**config.mk**
```make
export PLATFORM = sky130hd
export DESIGN_NAME = adc_result_and_window_watch
export DESIGN_NICKNAME = d
export VERILOG_FILES = /design/src/adc_window_pkg.sv /design/src/adc_result_and_window_watch.sv
export VERILOG_INCLUDE_DIRS = /design/src
export SDC_FILE = /design/constraint.sdc
export NUM_CORES = 1
export LEC_CHECK = 0
export BUFFER_PORTS_ARGS = -buffer_cell sky130_fd_sc_hd__buf_2
export CORE_ASPECT_RATIO = 0.9
export CORE_MARGIN = 2
export CORE_UTILIZATION = 50
export CTS_CLUSTER_DIAMETER = 80
export CTS_CLUSTER_SIZE = 40
export DETAILED_ROUTE_END_ITERATION = 12
export HOLD_SLACK_MARGIN = 0.02
export PLACE_DENSITY_LB_ADDON = 0.3
export SYNTH_ARGS = -nofsm -noshare
export SYNTH_HDL_FRONTEND = slang
export SYNTH_SLANG_ARGS = --single-unit
export TNS_END_PERCENT = 5
```
**constraint.sdc**
```tcl
create_clock -name mclk -period 2.3 [get_ports mclk]
set_input_delay 0.345 -clock mclk [delete_from_list [all_inputs] [get_ports mclk]]
set_output_delay 0.345 -clock mclk [all_outputs]
set_load 0.01 [all_outputs]
```
**src/adc_window_defs.svh**
```systemverilog
`ifndef ADC_WINDOW_DEFS_SVH
`define ADC_WINDOW_DEFS_SVH
// Register offsets
`define OFS_BUF_CTRL 8'h23
`define OFS_RES_HI 8'h24
`define OFS_RES_LO 8'h25
`define OFS_SCHMITT_HI 8'h26
`define OFS_SCHMITT_LO 8'h27
`define OFS_UPPER_HI 8'h28
`define OFS_UPPER_LO 8'h29
`define OFS_LOWER_HI 8'h2a
`define OFS_LOWER_LO 8'h2b
`define OFS_WSTAT_HI 8'h2c
`define OFS_WSTAT_LO 8'h2d
`define OFS_WEN_HI 8'h2e
`define OFS_WEN_LO 8'h2f
`define OFS_MODE_CTRL 8'h30
`define OFS_WSUMMARY 8'h31
// Field positions
`define BIT_BUF_ENABLE 7
`define BIT_OVERRUN 6
`define BIT_CONT 0
`define BIT_SCAN 1
`define BIT_RIGHT_JUST 2
`define BIT_WIN_IE 3
`define BIT_SUMMARY 0
// Reset values and slot count
`define RST_UPPER_HI 8'hff
`define RST_UPPER_LO 2'h3
`define RST_ZERO8 8'h00
`define SLOTS 10
`endif

```
**src/adc_window_pkg.sv**
```systemverilog
`default_nettype none
package adc_window_pkg;
  // One converted sample from the analog core
  typedef struct packed {
    logic valid;
    logic [3:0] slot;
    logic [9:0] value;
  } sample_type;
  // Register bus request
  typedef struct packed {
    logic wr;
    logic rd;
    logic [7:0] addr;
    logic [7:0] wdata;
  } bus_req_type;
endpackage
`default_nettype wire

```
**src/adc_result_and_window_watch.sv**
```systemverilog
// Contract
// RQ1: Buffered continuous needs buffer enable and continuous
// RQ2: Buffer enabled sends results to slot buffers
// RQ3: Overrun flag sets, cleared by writing zero
// RQ4: Unbuffered results land in read-only result registers
// RQ5: Left justify: eight MSBs in high
// RQ6: Left justify: remaining bits low, rest zero
// RQ7: Right justify: eight LSBs in low
// RQ8: Right justify: upper bits high, rest zero
// RQ9: Software reads high first when left
// RQ10: Software reads low first when right
// RQ11: Sixteen Schmitt disable bits, one per channel
// RQ12: Upper limit ten bits, resets all ones
// RQ13: Lower limit ten bits, resets to zero
// RQ14: Ten slot event flags, cleared by zero
// RQ15: Ten slot enables gate the window check
// RQ16: Software keeps reserved bits zero
// RQ17: Reduced variant omits buffer and window registers
// RQ18: Justify bit zero left, one right
// RQ19: Any event sets summary, optional interrupt
// RQ20: Event means above upper or below lower
// RQ21: Overrun when unread slot is overwritten
`timescale 1ns/100ps
`default_nettype none
`include "adc_window_defs.svh"
module adc_result_and_window_watch #(
  parameter bit FULL_VARIANT = 1'b1 // Zero builds the reduced variant
) (
  input wire logic mclk,
  input wire logic rst_b,
  input wire adc_window_pkg::bus_req_type busReq,
  output logic [7:0] rdData,
  input wire adc_window_pkg::sample_type sample,
  input wire logic slotRead,
  input wire logic [3:0] slotReadIdx,
  output logic bufferedMode,
  output logic toBuffer,
  output logic [15:0] schmittDisable,
  output logic windowIrq
);

  // ----------------------------------------
  // Register storage
  // ----------------------------------------
  logic bufEnable_q; // Route results into slot buffers
  logic overrun_q; // Sticky overrun
  logic cont_q; // Continuous conversion mode
  logic scan_q; // Scan mode
  logic rightJust_q; // Justification select
  logic winIe_q; // Window interrupt enable
  logic summary_q; // Summary window flag
  logic [9:0] result_q; // Last unbuffered result
  logic [15:0] schmitt_q; // Schmitt disable bits
  logic [9:0] upper_q; // Upper window limit
  logic [9:0] lower_q; // Lower window limit
  logic [9:0] wstat_q; // Per-slot event flags
  logic [9:0] wen_q; // Per-slot check enables
  logic [9:0] unread_q; // Slot written and not yet read
  logic [7:0] rdData_q; // Registered read data
  logic [7:0] resHi; // Justified high byte
  logic [7:0] resLo; // Justified low byte
  logic checkMode; // Window check allowed
  logic [9:0] slotHit; // One-hot slot of current sample
  logic [9:0] slotEvent; // Window events this cycle
  logic [9:0] slotRd; // One-hot slot read strobe
  logic newOverrun; // Overwrite of unread slot
  logic [9:0] wstatKeep; // Event flags kept by this cycle's writes

  // Write decode helper
  function automatic logic wrAt(input logic [7:0] ofs);
    wrAt = busReq.wr && (busReq.addr == ofs);
  endfunction

  // ----------------------------------------
  // Mode decode
  // ----------------------------------------
  assign bufferedMode = bufEnable_q && cont_q; // RQ1
  assign toBuffer = bufEnable_q; // RQ2
  assign checkMode = bufferedMode || scan_q;
  assign schmittDisable = schmitt_q; // RQ11

  // Per slot event and strobe decode
  genvar gi;
  generate
    for (gi = 0; gi < `SLOTS; gi++) begin : gSlot
      assign slotHit[gi] = sample.valid && (sample.slot == 4'(gi));
      assign slotRd[gi] = slotRead && (slotReadIdx == 4'(gi));
      // Outside the window in an enabled slot
      assign slotEvent[gi] = slotHit[gi] && checkMode && wen_q[gi] &&
        ((sample.value > upper_q) || (sample.value < lower_q)); // RQ15 RQ20
      // An enabled out-of-window sample raises the flag of its own slot
      property p_slotFlag;
        @(posedge mclk) disable iff (!rst_b)
          slotHit[gi] && wen_q[gi] && checkMode &&
          ((sample.value > upper_q) || (sample.value < lower_q)) |=> wstat_q[gi];
      endproperty
      a_slotFlag: assert property (p_slotFlag) else $error("slot flag missing"); // RQ20
    end
  endgenerate

  assign newOverrun = toBuffer && |(slotHit & unread_q & ~slotRd); // RQ21

  // ----------------------------------------
  // Control register, modes
  // ----------------------------------------
  always_ff @(posedge mclk or negedge rst_b) begin
    if (!rst_b) begin
      bufEnable_q <= 1'b0;
      cont_q <= 1'b0;
      scan_q <= 1'b0;
      rightJust_q <= 1'b0;
      winIe_q <= 1'b0;
    end else begin
      // Reduced variant keeps the buffer off
      if (wrAt(`OFS_BUF_CTRL) && FULL_VARIANT) begin // RQ17
        bufEnable_q <= busReq.wdata[`BIT_BUF_ENABLE];
      end
      if (wrAt(`OFS_MODE_CTRL)) begin
        cont_q <= busReq.wdata[`BIT_CONT];
        scan_q <= busReq.wdata[`BIT_SCAN] && FULL_VARIANT;
        rightJust_q <= busReq.wdata[`BIT_RIGHT_JUST]; // RQ18
        winIe_q <= busReq.wdata[`BIT_WIN_IE];
      end
    end
  end

  // Overrun flag; a set in the clearing cycle wins
  always_ff @(posedge mclk or negedge rst_b) begin
    if (!rst_b) begin
      overrun_q <= 1'b0;
    end else if (newOverrun && FULL_VARIANT) begin
      overrun_q <= 1'b1; // RQ3
    end else if (wrAt(`OFS_BUF_CTRL) && !busReq.wdata[`BIT_OVERRUN]) begin
      overrun_q <= 1'b0; // RQ3
    end
  end

  // Unread tracking per slot
  always_ff @(posedge mclk or negedge rst_b) begin
    if (!rst_b) begin
      unread_q <= '0;
    end else if (toBuffer) begin
      unread_q <= (unread_q & ~slotRd) | slotHit;
    end else begin
      unread_q <= unread_q & ~slotRd;
    end
  end

  // ----------------------------------------
  // Result register
  // ----------------------------------------
  // Only unbuffered conversions update it
  always_ff @(posedge mclk or negedge rst_b) begin
    if (!rst_b) begin
      result_q <= '0;
    end else if (sample.valid && !toBuffer) begin
      result_q <= sample.value; // RQ4
    end
  end

  // Justification of the read view
  always_comb begin
    if (rightJust_q) begin
      resLo = result_q[7:0]; // RQ7
      resHi = {6'h00, result_q[9:8]}; // RQ8
    end else begin
      resHi = result_q[9:2]; // RQ5
      resLo = {6'h00, result_q[1:0]}; // RQ6
    end
  end

  // ----------------------------------------
  // Schmitt and limit registers
  // ----------------------------------------
  always_ff @(posedge mclk or negedge rst_b) begin
    if (!rst_b) begin
      schmitt_q <= '0;
    end else begin
      if (wrAt(`OFS_SCHMITT_HI)) schmitt_q[15:8] <= busReq.wdata; // RQ11
      if (wrAt(`OFS_SCHMITT_LO)) schmitt_q[7:0] <= busReq.wdata; // RQ11
    end
  end

  // Limits are absent in the reduced variant
  always_ff @(posedge mclk or negedge rst_b) begin
    if (!rst_b) begin
      upper_q <= {`RST_UPPER_HI, `RST_UPPER_LO}; // RQ12
      lower_q <= '0; // RQ13
    end else if (FULL_VARIANT) begin
      if (wrAt(`OFS_UPPER_HI)) upper_q[9:2] <= busReq.wdata; // RQ12
      if (wrAt(`OFS_UPPER_LO)) upper_q[1:0] <= busReq.wdata[1:0]; // RQ12
      if (wrAt(`OFS_LOWER_HI)) lower_q[9:2] <= busReq.wdata; // RQ13
      if (wrAt(`OFS_LOWER_LO)) lower_q[1:0] <= busReq.wdata[1:0]; // RQ13
    end
  end

  // Slot enables
  always_ff @(posedge mclk or negedge rst_b) begin
    if (!rst_b) begin
      wen_q <= '0;
    end else if (FULL_VARIANT) begin
      if (wrAt(`OFS_WEN_HI)) wen_q[9:8] <= busReq.wdata[1:0]; // RQ15
      if (wrAt(`OFS_WEN_LO)) wen_q[7:0] <= busReq.wdata; // RQ15
    end
  end

  // ----------------------------------------
  // Window event flags
  // ----------------------------------------
  // Write zero clears; a new event in the same cycle wins
  always_ff @(posedge mclk or negedge rst_b) begin
    if (!rst_b) begin
      wstat_q <= '0;
    end else begin
      wstat_q <= (wstat_q & wstatKeep) | (slotEvent & {10{FULL_VARIANT}}); // RQ14
    end
  end

  // Flags that survive this cycle's writes; a written zero drops its flag
  always_comb begin
    wstatKeep = '1;
    if (wrAt(`OFS_WSTAT_HI)) wstatKeep[9:8] = busReq.wdata[1:0]; // RQ14
    if (wrAt(`OFS_WSTAT_LO)) wstatKeep[7:0] = busReq.wdata; // RQ14
  end

  // Summary flag and interrupt request
  always_ff @(posedge mclk or negedge rst_b) begin
    if (!rst_b) begin
      summary_q <= 1'b0;
    end else if (|slotEvent && FULL_VARIANT) begin
      summary_q <= 1'b1; // RQ19
    end else if (wrAt(`OFS_WSUMMARY) && !busReq.wdata[`BIT_SUMMARY]) begin
      summary_q <= 1'b0;
    end
  end

  assign windowIrq = summary_q && winIe_q; // RQ19

  // ----------------------------------------
  // Read port
  // ----------------------------------------
  // Unmapped and omitted registers read zero
  always_ff @(posedge mclk or negedge rst_b) begin
    if (!rst_b) begin
      rdData_q <= '0;
    end else if (busReq.rd) begin
      case (busReq.addr)
        `OFS_BUF_CTRL: rdData_q <= FULL_VARIANT ? {bufEnable_q, overrun_q, 6'h00} : 8'h00;
        `OFS_RES_HI: rdData_q <= resHi;
        `OFS_RES_LO: rdData_q <= resLo;
        `OFS_SCHMITT_HI: rdData_q <= schmitt_q[15:8];
        `OFS_SCHMITT_LO: rdData_q <= schmitt_q[7:0];
        `OFS_UPPER_HI: rdData_q <= FULL_VARIANT ? upper_q[9:2] : 8'h00;
        `OFS_UPPER_LO: rdData_q <= FULL_VARIANT ? {6'h00, upper_q[1:0]} : 8'h00;
        `OFS_LOWER_HI: rdData_q <= lower_q[9:2];
        `OFS_LOWER_LO: rdData_q <= {6'h00, lower_q[1:0]};
        `OFS_WSTAT_HI: rdData_q <= {6'h00, wstat_q[9:8]};
        `OFS_WSTAT_LO: rdData_q <= wstat_q[7:0];
        `OFS_WEN_HI: rdData_q <= {6'h00, wen_q[9:8]};
        `OFS_WEN_LO: rdData_q <= wen_q[7:0];
        `OFS_MODE_CTRL: rdData_q <= {4'h0, winIe_q, rightJust_q, scan_q, cont_q};
        `OFS_WSUMMARY: rdData_q <= {7'h00, summary_q};
        default: rdData_q <= 8'h00;
      endcase
    end else begin
      rdData_q <= 8'h00;
    end
  end

  assign rdData = rdData_q;

  // ----------------------------------------
  // Checks
  // ----------------------------------------
  property p_overrunSticky;
    @(posedge mclk) disable iff (!rst_b)
      overrun_q && !(wrAt(`OFS_BUF_CTRL) && !busReq.wdata[`BIT_OVERRUN]) |=> overrun_q;
  endproperty
  a_overrunSticky: assert property (p_overrunSticky) else $error("overrun lost"); // RQ3

  property p_overrunSet;
    @(posedge mclk) disable iff (!rst_b) newOverrun && FULL_VARIANT |=> overrun_q;
  endproperty
  a_overrunSet: assert property (p_overrunSet) else $error("overrun not set"); // RQ21

  property p_eventSets;
    @(posedge mclk) disable iff (!rst_b) |slotEvent |=> (wstat_q != 10'h000) && summary_q;
  endproperty
  a_eventSets: assert property (p_eventSets) else $error("event flag missing"); // RQ14

  property p_noCheckDisabled;
    @(posedge mclk) disable iff (!rst_b) |(slotEvent & ~wen_q) == 1'b0;
  endproperty
  a_noCheckDisabled: assert property (p_noCheckDisabled) else $error("disabled slot checked"); // RQ15

  property p_resultKept;
    @(posedge mclk) disable iff (!rst_b) sample.valid && toBuffer |=> $stable(result_q);
  endproperty
  a_resultKept: assert property (p_resultKept) else $error("result overwritten"); // RQ2

  property p_resultLoad;
    @(posedge mclk) disable iff (!rst_b)
      sample.valid && !toBuffer |=> result_q == $past(sample.value);
  endproperty
  a_resultLoad: assert property (p_resultLoad) else $error("result not loaded"); // RQ4

  property p_leftRead;
    @(posedge mclk) disable iff (!rst_b)
      busReq.rd && busReq.addr == `OFS_RES_LO && !rightJust_q |=> rdData[7:2] == 6'h00;
  endproperty
  a_leftRead: assert property (p_leftRead) else $error("left low not padded"); // RQ6

  property p_rightRead;
    @(posedge mclk) disable iff (!rst_b)
      busReq.rd && busReq.addr == `OFS_RES_HI && rightJust_q |=> rdData[7:2] == 6'h00;
  endproperty
  a_rightRead: assert property (p_rightRead) else $error("right high not padded"); // RQ8

  property p_bufMode;
    @(posedge mclk) disable iff (!rst_b)
      wrAt(`OFS_MODE_CTRL) && busReq.wdata[`BIT_CONT] && bufEnable_q |=> bufferedMode;
  endproperty
  a_bufMode: assert property (p_bufMode) else $error("buffered mode wrong"); // RQ1

  property p_leftHigh;
    @(posedge mclk) disable iff (!rst_b)
      busReq.rd && busReq.addr == `OFS_RES_HI && !rightJust_q |=> rdData == $past(result_q[9:2]);
  endproperty
  a_leftHigh: assert property (p_leftHigh) else $error("left high byte wrong"); // RQ5

  property p_rightLow;
    @(posedge mclk) disable iff (!rst_b)
      busReq.rd && busReq.addr == `OFS_RES_LO && rightJust_q |=> rdData == $past(result_q[7:0]);
  endproperty
  a_rightLow: assert property (p_rightLow) else $error("right low byte wrong"); // RQ7

  // Pins follow the register from the cycle after the write
  property p_schmittPins;
    @(posedge mclk) disable iff (!rst_b)
      wrAt(`OFS_SCHMITT_LO) |=> schmittDisable[7:0] == $past(busReq.wdata);
  endproperty
  a_schmittPins: assert property (p_schmittPins) else $error("schmitt pins stale"); // RQ11

  property p_upperWrite;
    @(posedge mclk) disable iff (!rst_b)
      FULL_VARIANT && wrAt(`OFS_UPPER_HI) |=> upper_q[9:2] == $past(busReq.wdata);
  endproperty
  a_upperWrite: assert property (p_upperWrite) else $error("upper limit not written"); // RQ12

  // Omitted registers must look empty in the reduced build
  property p_reducedRead;
    @(posedge mclk) disable iff (!rst_b)
      !FULL_VARIANT && busReq.rd &&
      (busReq.addr inside {`OFS_BUF_CTRL, `OFS_UPPER_HI, `OFS_UPPER_LO}) |=> rdData == 8'h00;
  endproperty
  a_reducedRead: assert property (p_reducedRead) else $error("omitted register readable"); // RQ17

  // A sample inside the window never counts as an event
  property p_noEventInside;
    @(posedge mclk) disable iff (!rst_b)
      (sample.value <= upper_q) && (sample.value >= lower_q) |-> slotEvent == 10'h000;
  endproperty
  a_noEventInside: assert property (p_noEventInside) else $error("event inside window"); // RQ20

  property p_irqFollows;
    @(posedge mclk) disable iff (!rst_b)
      summary_q && wrAt(`OFS_MODE_CTRL) && busReq.wdata[`BIT_WIN_IE] |=> windowIrq;
  endproperty
  a_irqFollows: assert property (p_irqFollows) else $error("window irq not raised"); // RQ19

  property p_overrunClear;
    @(posedge mclk) disable iff (!rst_b)
      wrAt(`OFS_BUF_CTRL) && !busReq.wdata[`BIT_OVERRUN] && !newOverrun |=> !overrun_q;
  endproperty
  a_overrunClear: assert property (p_overrunClear) else $error("overrun not cleared"); // RQ3

  // Zeros written clear their flags unless an event hits them at once
  property p_flagClear;
    @(posedge mclk) disable iff (!rst_b)
      wrAt(`OFS_WSTAT_LO) |=>
      (wstat_q[7:0] & ~$past(busReq.wdata) & ~$past(slotEvent[7:0])) == 8'h00;
  endproperty
  a_flagClear: assert property (p_flagClear) else $error("event flag not cleared"); // RQ14

endmodule
`default_nettype wire

```
==> metrics.yaml, run 1 <==
grt_max_degree: 57
p_seq_share_pct: 46.0
cp.arrival_ps: 2420
synth_nets: 576
antenna_found_initial: 0
setup_viol: 0
switchingPower_w: 0.000958
clockPowerShare_pct: 42.1
post_drt_wl_per_cell_um: 21.8
grt_pass1_vias: 4598
drt-pass1-iter-count: 6
grt_pass1_wl_um: 24800
drc: 0
synth-async-reset-ratio_pct: 100
synth_cell_types: 60
routed_wl_um: 15700
clock_latency_ps: 350
cts_max_path_buffers: 2
synth_area_leaders: "dfrtp_1, mux2_2, dfstp_2, ha_1, nand3_1"
yosysMostFrequentCell: "dfrtp_1"
worst_r2r_endpoint: "wstat_q[2]"
p_leak_nw: 2.77
synth_top_cell_by_area: "dfrtp_1"
hp-class: "input pin to register"
synth_edf_count: 0
cts_max_level: 3
num_antenna_cells: 0
cts_tree: "done"
seq_area_sq_um: 2290
status: "completed"
start_util_pct: 51.2
multi_input_area_sq_um: 2770
drive_gt1_share_pct: 30.5
cts_made_buffers: 9
post_cts_buffers: 0
synthCells: 517
max_slew_margin_pct: 51.1
io_buffers: 66
grt_overflow_total: 0
cp-end-kind: "register"
cp.required_ps: 2520
critical_path_class: "register to register"
fin_tns_setup_ps: 0
cts_root_buf: "clkbuf_16"
worst-path-max-fanout: 11
fmax_mhz: 453
die_area_sq_um: 11300
cts_num_sinks: 91
num_rows: 35
grtUsageTotal_pct: 28.3
area_growth_pct: 16.3
yosys_warnings: 0
core_area_sq_um: 10200
place_congestion: 1.04
reg2reg_depth: 7
syn_area_sq_um: 5250
fill_cells: 875
rrSetupSlack_ps: 90
fin_crit_ps: 2210
rsz0062_at_grt: "false"
fin_crit_sh_pct: 96.0
avgSynthCellArea_sq_um: 10.2
worst_pin_slew_ps: 731
skew_ps: 9.19
final_util_pct: 59.6
synth_seq_cells: 91
min_to: "result_q[0]"
drv_cap: 0
num_vias: 4770
p_per_area_nw_per_um2: 621
ys.flop_type: "dfrtp_1"
r2r_start: "upper_q[9]"
maxSlewViolCount: 0
ir_drop_mv: 0.552
fp.dieW_um: 112
critPathLaunchType: "register"
seq_area_frac_synth_pct: 43.6
clk_pin_slew_ps: 60
fin_nets: 646
synth_common_cells: "dfrtp_1, mux2_2, nand2_1, nand3_1, o21ai_0"
comb_power_share_pct: 11.9
vias_per_cell: 6.63
hold_viol: 0
antenna_left: 0
internal_power_w: 0.00283
dieHeight_um: 101
synth_top_area_share_pct: 38.6
holdPathStages: 2
min-delay-start: "sample[0]"
ioPinCount: 67
drt_iter0_markers: 533
switching_share_pct: 25.3
hpwlAfterDp_um: 11800
-- cell type report --
cell class	instances	share of cell area (%)
clock buffers	11	3.98
clock inverters	4	1.23
inverters	26	1.60
multi-input cells	377	45.4
flip-flops and latches	91	37.5
well taps	129	2.64
repair buffers	82	7.66
-- worst max-delay path: stages, from the launching register on --
cell and delay, ps:
dfstp_2 560, inv_1 50, ha_1 300, a21oi_1 200
o21ai_0 150, a2111o_1 560, nand3_1 160, nand3_1 90
-- layout by cell type (no fill, tap or decap), types with 15 or more instances in the layout --
cell type	count
dfrtp_1	81
mux2_2	66
buf_2	65
nand2_1	34
nand3_1	34
o21ai_0	34
inv_1	26
nor2_1	20
ha_1	19
a21oi_1	18
and3_1	15
buf_4	15
-- worst max-delay path by stage --
stage | from | to | slack (ps)
6_report | upper_q[9] | wstat_q[2] | 90
5_1_grt | upper_q[9] | wstat_q[8] | 20
4_1_cts | upper_q[9] | wstat_q[2] | 140
3_5_place_dp | upper_q[9] | wstat_q[2] | 150
3_3_place_gp | busReq[8] | upper_q[7] | 180
2_1_floorplan | upper_q[3] | wstat_q[1] | 290
-- kinds of logic (layout without fill, tap and decap cells) --
logic type | count (synthesis) | after routing | synth area share [%]
AOI/OAI and AO/OA | 120 | 120 | 15.3
adders and majority gates | 19 | 19 | 4.53
DFF | 91 | 91 | 43.6
muxes | 78 | 78 | 16.5
and+or+nand+nor | 160 | 160 | 16.4
buffers and inverters | 49 | 123 | 3.58
-- stage by stage --
| stage | setup slack [ps] | hold WS [ps] | std cells | power, W | area, sq um |
|---|---|---|---|---|---|
| 3_3_place_gp | 184 | 337 | 704 | 0.00219 | 5780 |
| 5_1_grt | 20.3 | 290 | 720 | 0.00392 | 6110 |
| 2_1_floorplan | 290 | 49.4 | 517 | 0.00199 | 5250 |
| 4_1_cts | 140 | 271 | 720 | 0.00379 | 6110 |
| 6_report | 93.0 | 277 | 720 | 0.00379 | 6110 |
| 3_5_place_dp | 148 | 341 | 704 | 0.00221 | 5780 |
-- sequential cells by signal, summed over array words and instances, names as in the netlist --
name	count
upper_q	10
unread_q	10
winIe_q	1
scan_q	1
wen_q	10
result_q	10
cont_q	1
overrun_q	1
toBuffer	1
schmittDisable	16
rightJust_q	1
rdData	8
wstat_q	10
summary_q	1
lower_q	10
-- power groups by stage --
stage               Clock [W]  Sequential, W  Combinational [W]
finish                0.00159        0.00174           0.000453
CTS                   0.00160        0.00174           0.000448
floorplan                   0        0.00175           0.000240
global route          0.00168        0.00175           0.000494
global placement            0        0.00177           0.000429
detailed placement          0        0.00177           0.000444
-- routing by layer --
metal | wire [um] | global-route usage (%)
met1 | 6570 | 38.6
met2 | 7010 | 44.1
met3 | 1470 | 6.34
met4 | 658 | 12.6
met5 | 0 | 0
-- what timing repair did --
item	in CTS	in global routing
endpoints found under the hold margin	25	0
gates resized for setup	0	0
hold buffers	1	0
(Power assumes the default switching activity.)
==> inputs of run 2 (changes only) <==
--- a/config.mk
+++ b/config.mk
@@ -14,7 +14,7 @@
 export CTS_CLUSTER_SIZE = 40
 export DETAILED_ROUTE_END_ITERATION = 12
 export HOLD_SLACK_MARGIN = 0.02
-export PLACE_DENSITY_LB_ADDON = 0.3
+export PLACE_DENSITY_LB_ADDON = 0.08
 export SYNTH_ARGS = -nofsm -noshare
 export SYNTH_HDL_FRONTEND = slang
 export SYNTH_SLANG_ARGS = --single-unit
==> metrics.yaml, run 2 (synthesis results as in run 1) <==
num_vias: 4565  # -4.3%
drive_gt1_share_pct: 30.3  # -0.17 points
grtUsageMet3_pct: 5.63  # -0.72 points
setup_viol: 0  # unchanged
p_total_w: 0.00356  # -6.1%
cts_num_sinks: 91  # unchanged
met2_usage_pct: 45.3  # +1.2 points
p_seq_share_pct: 49.1  # +3.1 points
antenna_found_initial: 0  # unchanged
post_cts_buffers: 0  # unchanged
rrSetupSlack_ps: 140  # +50 ps
reg2reg_depth: 7  # unchanged
met1_usage_pct: 42.6  # +4.1 points
place_congestion: 0.935  # -10%
crit_slowest_cell: "a2111o_1"
maxSlewViolCount: 0  # unchanged
critPathLaunchType: "register"
num_antenna_cells: 0  # unchanged
layout_setup_ws_ps: 139  # +46.0 ps
fin_tns_setup_ps: 0  # unchanged
fill_cells: 918  # +4.9%
grtUsageTotal_pct: 29.6  # +1.2 points
start_util_pct: 51.2  # unchanged
multi_input_area_sq_um: 2770  # unchanged
critical_path_class: "register to register"
vias_per_cell: 6.34  # -4.3%
dp_worst_setup_slack_ps: 122  # -25.4 ps
worst_r2r_endpoint: "wstat_q[8]"
layout_common_cells: "dfrtp_1, mux2_2, buf_2"
cp.arrival_ps: 2390  # -30 ps
clock_latency_ps: 350  # about the same
internal_power_w: 0.00261  # -7.9%
slowest_delay_ps: 600  # +40 ps
rsz0062_at_grt: "false"
cts_tree: "done"
core_area_sq_um: 10200  # unchanged
cts_made_buffers: 9  # unchanged
busiest_layer: "met2"
worst-path-max-fanout: 11  # unchanged
final_common_cell: "dfrtp_1"
drc: 0  # unchanged
fin_crit_sh_pct: 94.0  # -2.0 points
min_to: "result_q[0]"
grt_overflow_total: 0  # unchanged
io_buffers: 66  # unchanged
grt_pass1_vias: 4515  # -1.8%
max_slew_margin_pct: 65.5  # +14 points
grt_pass1_wl_um: 25500  # +2.6%
cts_max_level: 3  # unchanged
skew_ps: 6.99  # -2.20 ps
p_per_area_nw_per_um2: 588  # -5.3%
antenna_left: 0  # unchanged
clk_pin_slew_ps: 70  # about the same
post_drt_wl_per_cell_um: 22.5  # +3.3%
hold_viol: 0  # unchanged
status: "completed"
placed_cells: 704  # unchanged
worst_pin_slew_ps: 517  # -215 ps
ioPinCount: 67  # unchanged
die_area_sq_um: 11300  # unchanged
grt_max_degree: 62  # +8.8%
final_area_sq_um: 6050  # -0.92%
switching_share_pct: 26.7  # +1.4 points
hpwlAfterDp_um: 12100  # +2.2%
fmax_mhz: 463  # +2.1%
drt-pass1-iter-count: 6  # unchanged
fin_nets: 646  # unchanged
fp.dieW_um: 112  # unchanged
largest_reg_flops: 16  # unchanged
holdPathStages: 2  # unchanged
r2r_start: "upper_q[3]"
place_area_sq_um: 5780  # unchanged
cp-end-kind: "register"
cts_resized: 0  # unchanged
p_leak_nw: 2.76  # -0.58%
min-delay-start: "sample[0]"
cts_max_path_buffers: 2  # unchanged
switchingPower_w: 0.000950  # -0.83%
drt_iter0_markers: 467  # -12%
drv_cap: 0  # unchanged
seq_area_sq_um: 2290  # unchanged
ir_drop_mv: 0.494  # -10%
routed_wl_um: 16200  # +3.3%
hp-class: "input pin to register"
crit_chain: "inv_1 -> ha_1 -> a21o_1 -> a21o_1 -> a2111o_1 -> nand3_1 -> nand3_1"
dieHeight_um: 101  # unchanged
fin_crit_ps: 2160  # -46.0 ps
cp.required_ps: 2530  # about the same
fin_cells: 720  # unchanged
comb_power_share_pct: 12.7  # +0.8 points
num_rows: 35  # unchanged
cts_root_buf: "clkbuf_16"
clockPowerShare_pct: 38.2  # -3.9 points
area_growth_pct: 15.3
[run 2: changes by cell type in the layout (fill, tap and decap cells not counted)]
cell | previous run | this run
bufinv_16 | 2 | 0
clkbuf_1 | 1 | 2
clkinv_2 | 0 | 3
clkinvlp_4 | 2 | 0
[run 2: worst max-delay path by stage]
stage,start,endpoint,slack (ps)
floorplan,upper_q[3],wstat_q[1],290
global placement,busReq[8],wstat_q[4],110
detailed placement,busReq[8],wstat_q[4],120
CTS,upper_q[3],wstat_q[8],160
global route,upper_q[9],wstat_q[8],20
finish,upper_q[3],wstat_q[8],140
[run 2: what timing repair did]
item,CTS,global route
endpoints found under the setup margin,0,0
hold endpoints to repair,30,0
hold buffers,1,0
[run 2: stage by stage]
stage	utilization, %	hold slack [ps]
global placement	56.4	311
detailed placement	56.4	321
CTS	59.0	262
finish	59.0	266
global route	59.0	277
floorplan	-	49.4
[run 2: per-layer routing]
metal,up-vias,wire (um)
met4,0,467
met5,-,0
li1,2059,-
met2,233,7060
met1,2240,7400
met3,33,1290
[run 2: critical path, delay by kind of cell (launching register included)]
kind / cells / cell delay [ps]
flip-flops: 1 / 540
AND/OR/NAND/NOR: 2 / 240
adder cells (fa/ha/maj): 1 / 280
buffers and inverters: 1 / 40
AO/OA/AOI/OAI: 3 / 940
[run 2: power by group through the flow]
stage                     logic (W)  registers [W]  clock network (W)
after detailed placement   0.000446        0.00177                  0
final                      0.000453        0.00175            0.00136
after CTS                  0.000449        0.00174            0.00138
after floorplan            0.000240        0.00175                  0
after global placement     0.000435        0.00177                  0
after global routing       0.000498        0.00175            0.00144
[run 2: area by class of cell]
class / instances / area share, %
clock buffer: 12 / 4.07
clock inverter: 3 / 0.248
inverter: 26 / 1.61
multi-input combinational: 377 / 45.8
sequential: 91 / 37.8
tap: 129 / 2.67
timing repair buffer: 82 / 7.74
==> inputs of run 3 (changes only) <==
--- a/config.mk
+++ b/config.mk
@@ -9,7 +9,7 @@
 export BUFFER_PORTS_ARGS = -buffer_cell sky130_fd_sc_hd__buf_2
 export CORE_ASPECT_RATIO = 0.9
 export CORE_MARGIN = 2
-export CORE_UTILIZATION = 50
+export CORE_UTILIZATION = 35
 export CTS_CLUSTER_DIAMETER = 80
 export CTS_CLUSTER_SIZE = 40
 export DETAILED_ROUTE_END_ITERATION = 12
==> metrics.yaml, run 3 (synthesis results as in run 1) <==
status: "completed"
num_vias: 4491  # -1.6%
grtUsageTotal_pct: 23.6  # -6.0 points
crit_chain: "inv_1 -> ha_1 -> a21o_1 -> a21o_1 -> a2111o_2 -> nand3_1 -> nand3_1"
slowest_delay_ps: 590  # about the same
setup_viol: 0  # unchanged
p_per_area_nw_per_um2: 612  # +4.2%
fin_nets: 651  # +0.77%
clk_pin_slew_ps: 70  # about the same
num_antenna_cells: 0  # unchanged
fp.dieW_um: 133  # +19%
cts_tree: "done"
critPathLaunchType: "register"
fmax_mhz: 472  # +1.9%
final_common_cell: "dfrtp_1"
fill_cells: 1431  # +56%
area_growth_pct: 18.6
grt_pass1_wl_um: 27800  # +9.2%
drive_gt1_share_pct: 31.0  # +0.70 points
fin_crit_sh_pct: 92.2  # -1.8 points
rsz0062_at_grt: "false"
cts_max_level: 3  # unchanged
core_area_sq_um: 14700  # +43%
cts_num_sinks: 91  # unchanged
seq_area_sq_um: 2290  # unchanged
multi_input_area_sq_um: 2770  # about the same
vias_per_cell: 5.65  # -11%
fin_crit_ps: 2120  # -40.6 ps
hpwlAfterDp_um: 13400  # +11%
hp-class: "input pin to register"
layout_common_cells: "dfrtp_1, mux2_2, buf_2"
grt_overflow_total: 0  # unchanged
p_leak_nw: 2.80  # +1.6%
die_area_sq_um: 16000  # +41%
cts_root_buf: "clkbuf_16"
start_util_pct: 35.8  # -15 points
drt_iter0_markers: 340  # -27%
antenna_left: 0  # unchanged
num_rows: 42  # +20%
io_buffers: 66  # unchanged
maxSlewViolCount: 0  # unchanged
antenna_found_initial: 0  # unchanged
clock_latency_ps: 350  # about the same
dieHeight_um: 120  # +19%
worst_pin_slew_ps: 540  # +23.4 ps
critical_path_class: "register to register"
cp.required_ps: 2530  # about the same
skew_ps: 7.42  # +0.436 ps
cp-end-kind: "register"
cts_made_buffers: 9  # unchanged
post_cts_buffers: 0  # unchanged
fin_tns_setup_ps: 0  # unchanged
ioPinCount: 67  # unchanged
hold_viol: 0  # unchanged
drc: 0  # unchanged
grt_pass1_vias: 4445  # -1.6%
grt_max_degree: 57  # -8.1%
worst-path-max-fanout: 11  # unchanged
drv_cap: 0  # unchanged
rrSetupSlack_ps: 180  # +40 ps
crit_slowest_cell: "a2111o_2"
cts_max_path_buffers: 2  # unchanged
drt-pass1-iter-count: 5  # -1
ir_drop_mv: 0.403  # -19%
largest_reg_flops: 16  # unchanged
max_slew_margin_pct: 64.0  # -1.5 points
place_congestion: 0.941  # +0.73%
post_drt_wl_per_cell_um: 22.3  # -0.85%
final_util_pct: 42.4  # -17 points
routed_wl_um: 17800  # +9.5%
cp.arrival_ps: 2350  # -40 ps
-- run 3: cell types whose count changed in the layout (fill, tap and decap cells not counted), sizes merged --
cell / before / now
buf: 81 / 86
bufinv: 0 / 2
clkinv: 3 / 1
inv: 26 / 27
-- run 3: repair_timing --
action / CTS / global route
endpoints found under the setup margin: 0 / 10
endpoints found under the hold margin: 12 / 0
resized for setup: 0 / 1
hold buffers: 1 / 0
-- run 3: cell type report --
class | count | share of cell area [%]
Inverter | 26 | 1.57
Clock inverter | 4 | 1.19
Multi-Input combinational cell | 377 | 44.6
Tap cell | 198 | 3.98
Sequential cell | 91 | 36.8
Clock buffer | 12 | 3.80
Timing Repair Buffer | 87 | 8.12
-- run 3: layer usage --
layer / GRT usage [%] / up-vias / wire (um)
li1: - / 2071 / -
met1: 36.0 / 2248 / 8850
met2: 33.6 / 165 / 7600
met3: 6.62 / 7 / 1200
met4: 3.76 / 0 / 107
met5: 0 / - / 0
-- run 3: path summary, 6_finish.rpt --
check,start,to,depth (start not counted)
max in group asynchronous,rst_b,upper_q[8],3
max reg2reg,upper_q[3],wstat_q[8],7
min in group asynchronous,rst_b,unread_q[2],2
max,upper_q[3],wstat_q[8],7
min reg2reg,wstat_q[9],wstat_q[9],2
min,sample[9],result_q[9],2
-- run 3: critical path: cells and delay by family (launching register included) --
kind / cells / cell delay (ps)
AO/OA/AOI/OAI: 3 / 910
adder cells (fa/ha/maj): 1 / 280
buffers and inverters: 1 / 40
flip-flops: 1 / 550
AND/OR/NAND/NOR: 2 / 210
-- run 3: stage by stage --
| step | setup WS [ps] | instances | instance area [sq um] | hold slack [ps] | total power, W |
|---|---|---|---|---|---|
| final | 180 | 795 | 6220 | 266 | 0.00381 |
| after global routing | 32.5 | 795 | 6220 | 250 | 0.00399 |
| after CTS | 127 | 795 | 6220 | 258 | 0.00384 |
| after detailed placement | 133 | 778 | 5900 | 224 | 0.00223 |
| after global placement | 65.9 | 778 | 5900 | 220 | 0.00223 |
| after floorplan | 290 | 517 | 5250 | 49.4 | 0.00199 |
-- run 3: power breakdown --
| group | switching [W] | total (W) | internal [W] |
|---|---|---|---|
| Sequential | 0.0000738 | 0.00175 | 0.00168 |
| Combinational | 0.000279 | 0.000460 | 0.000182 |
| Clock | 0.000644 | 0.00160 | 0.000957 |
| Total | 0.000997 | 0.00381 | 0.00281 |
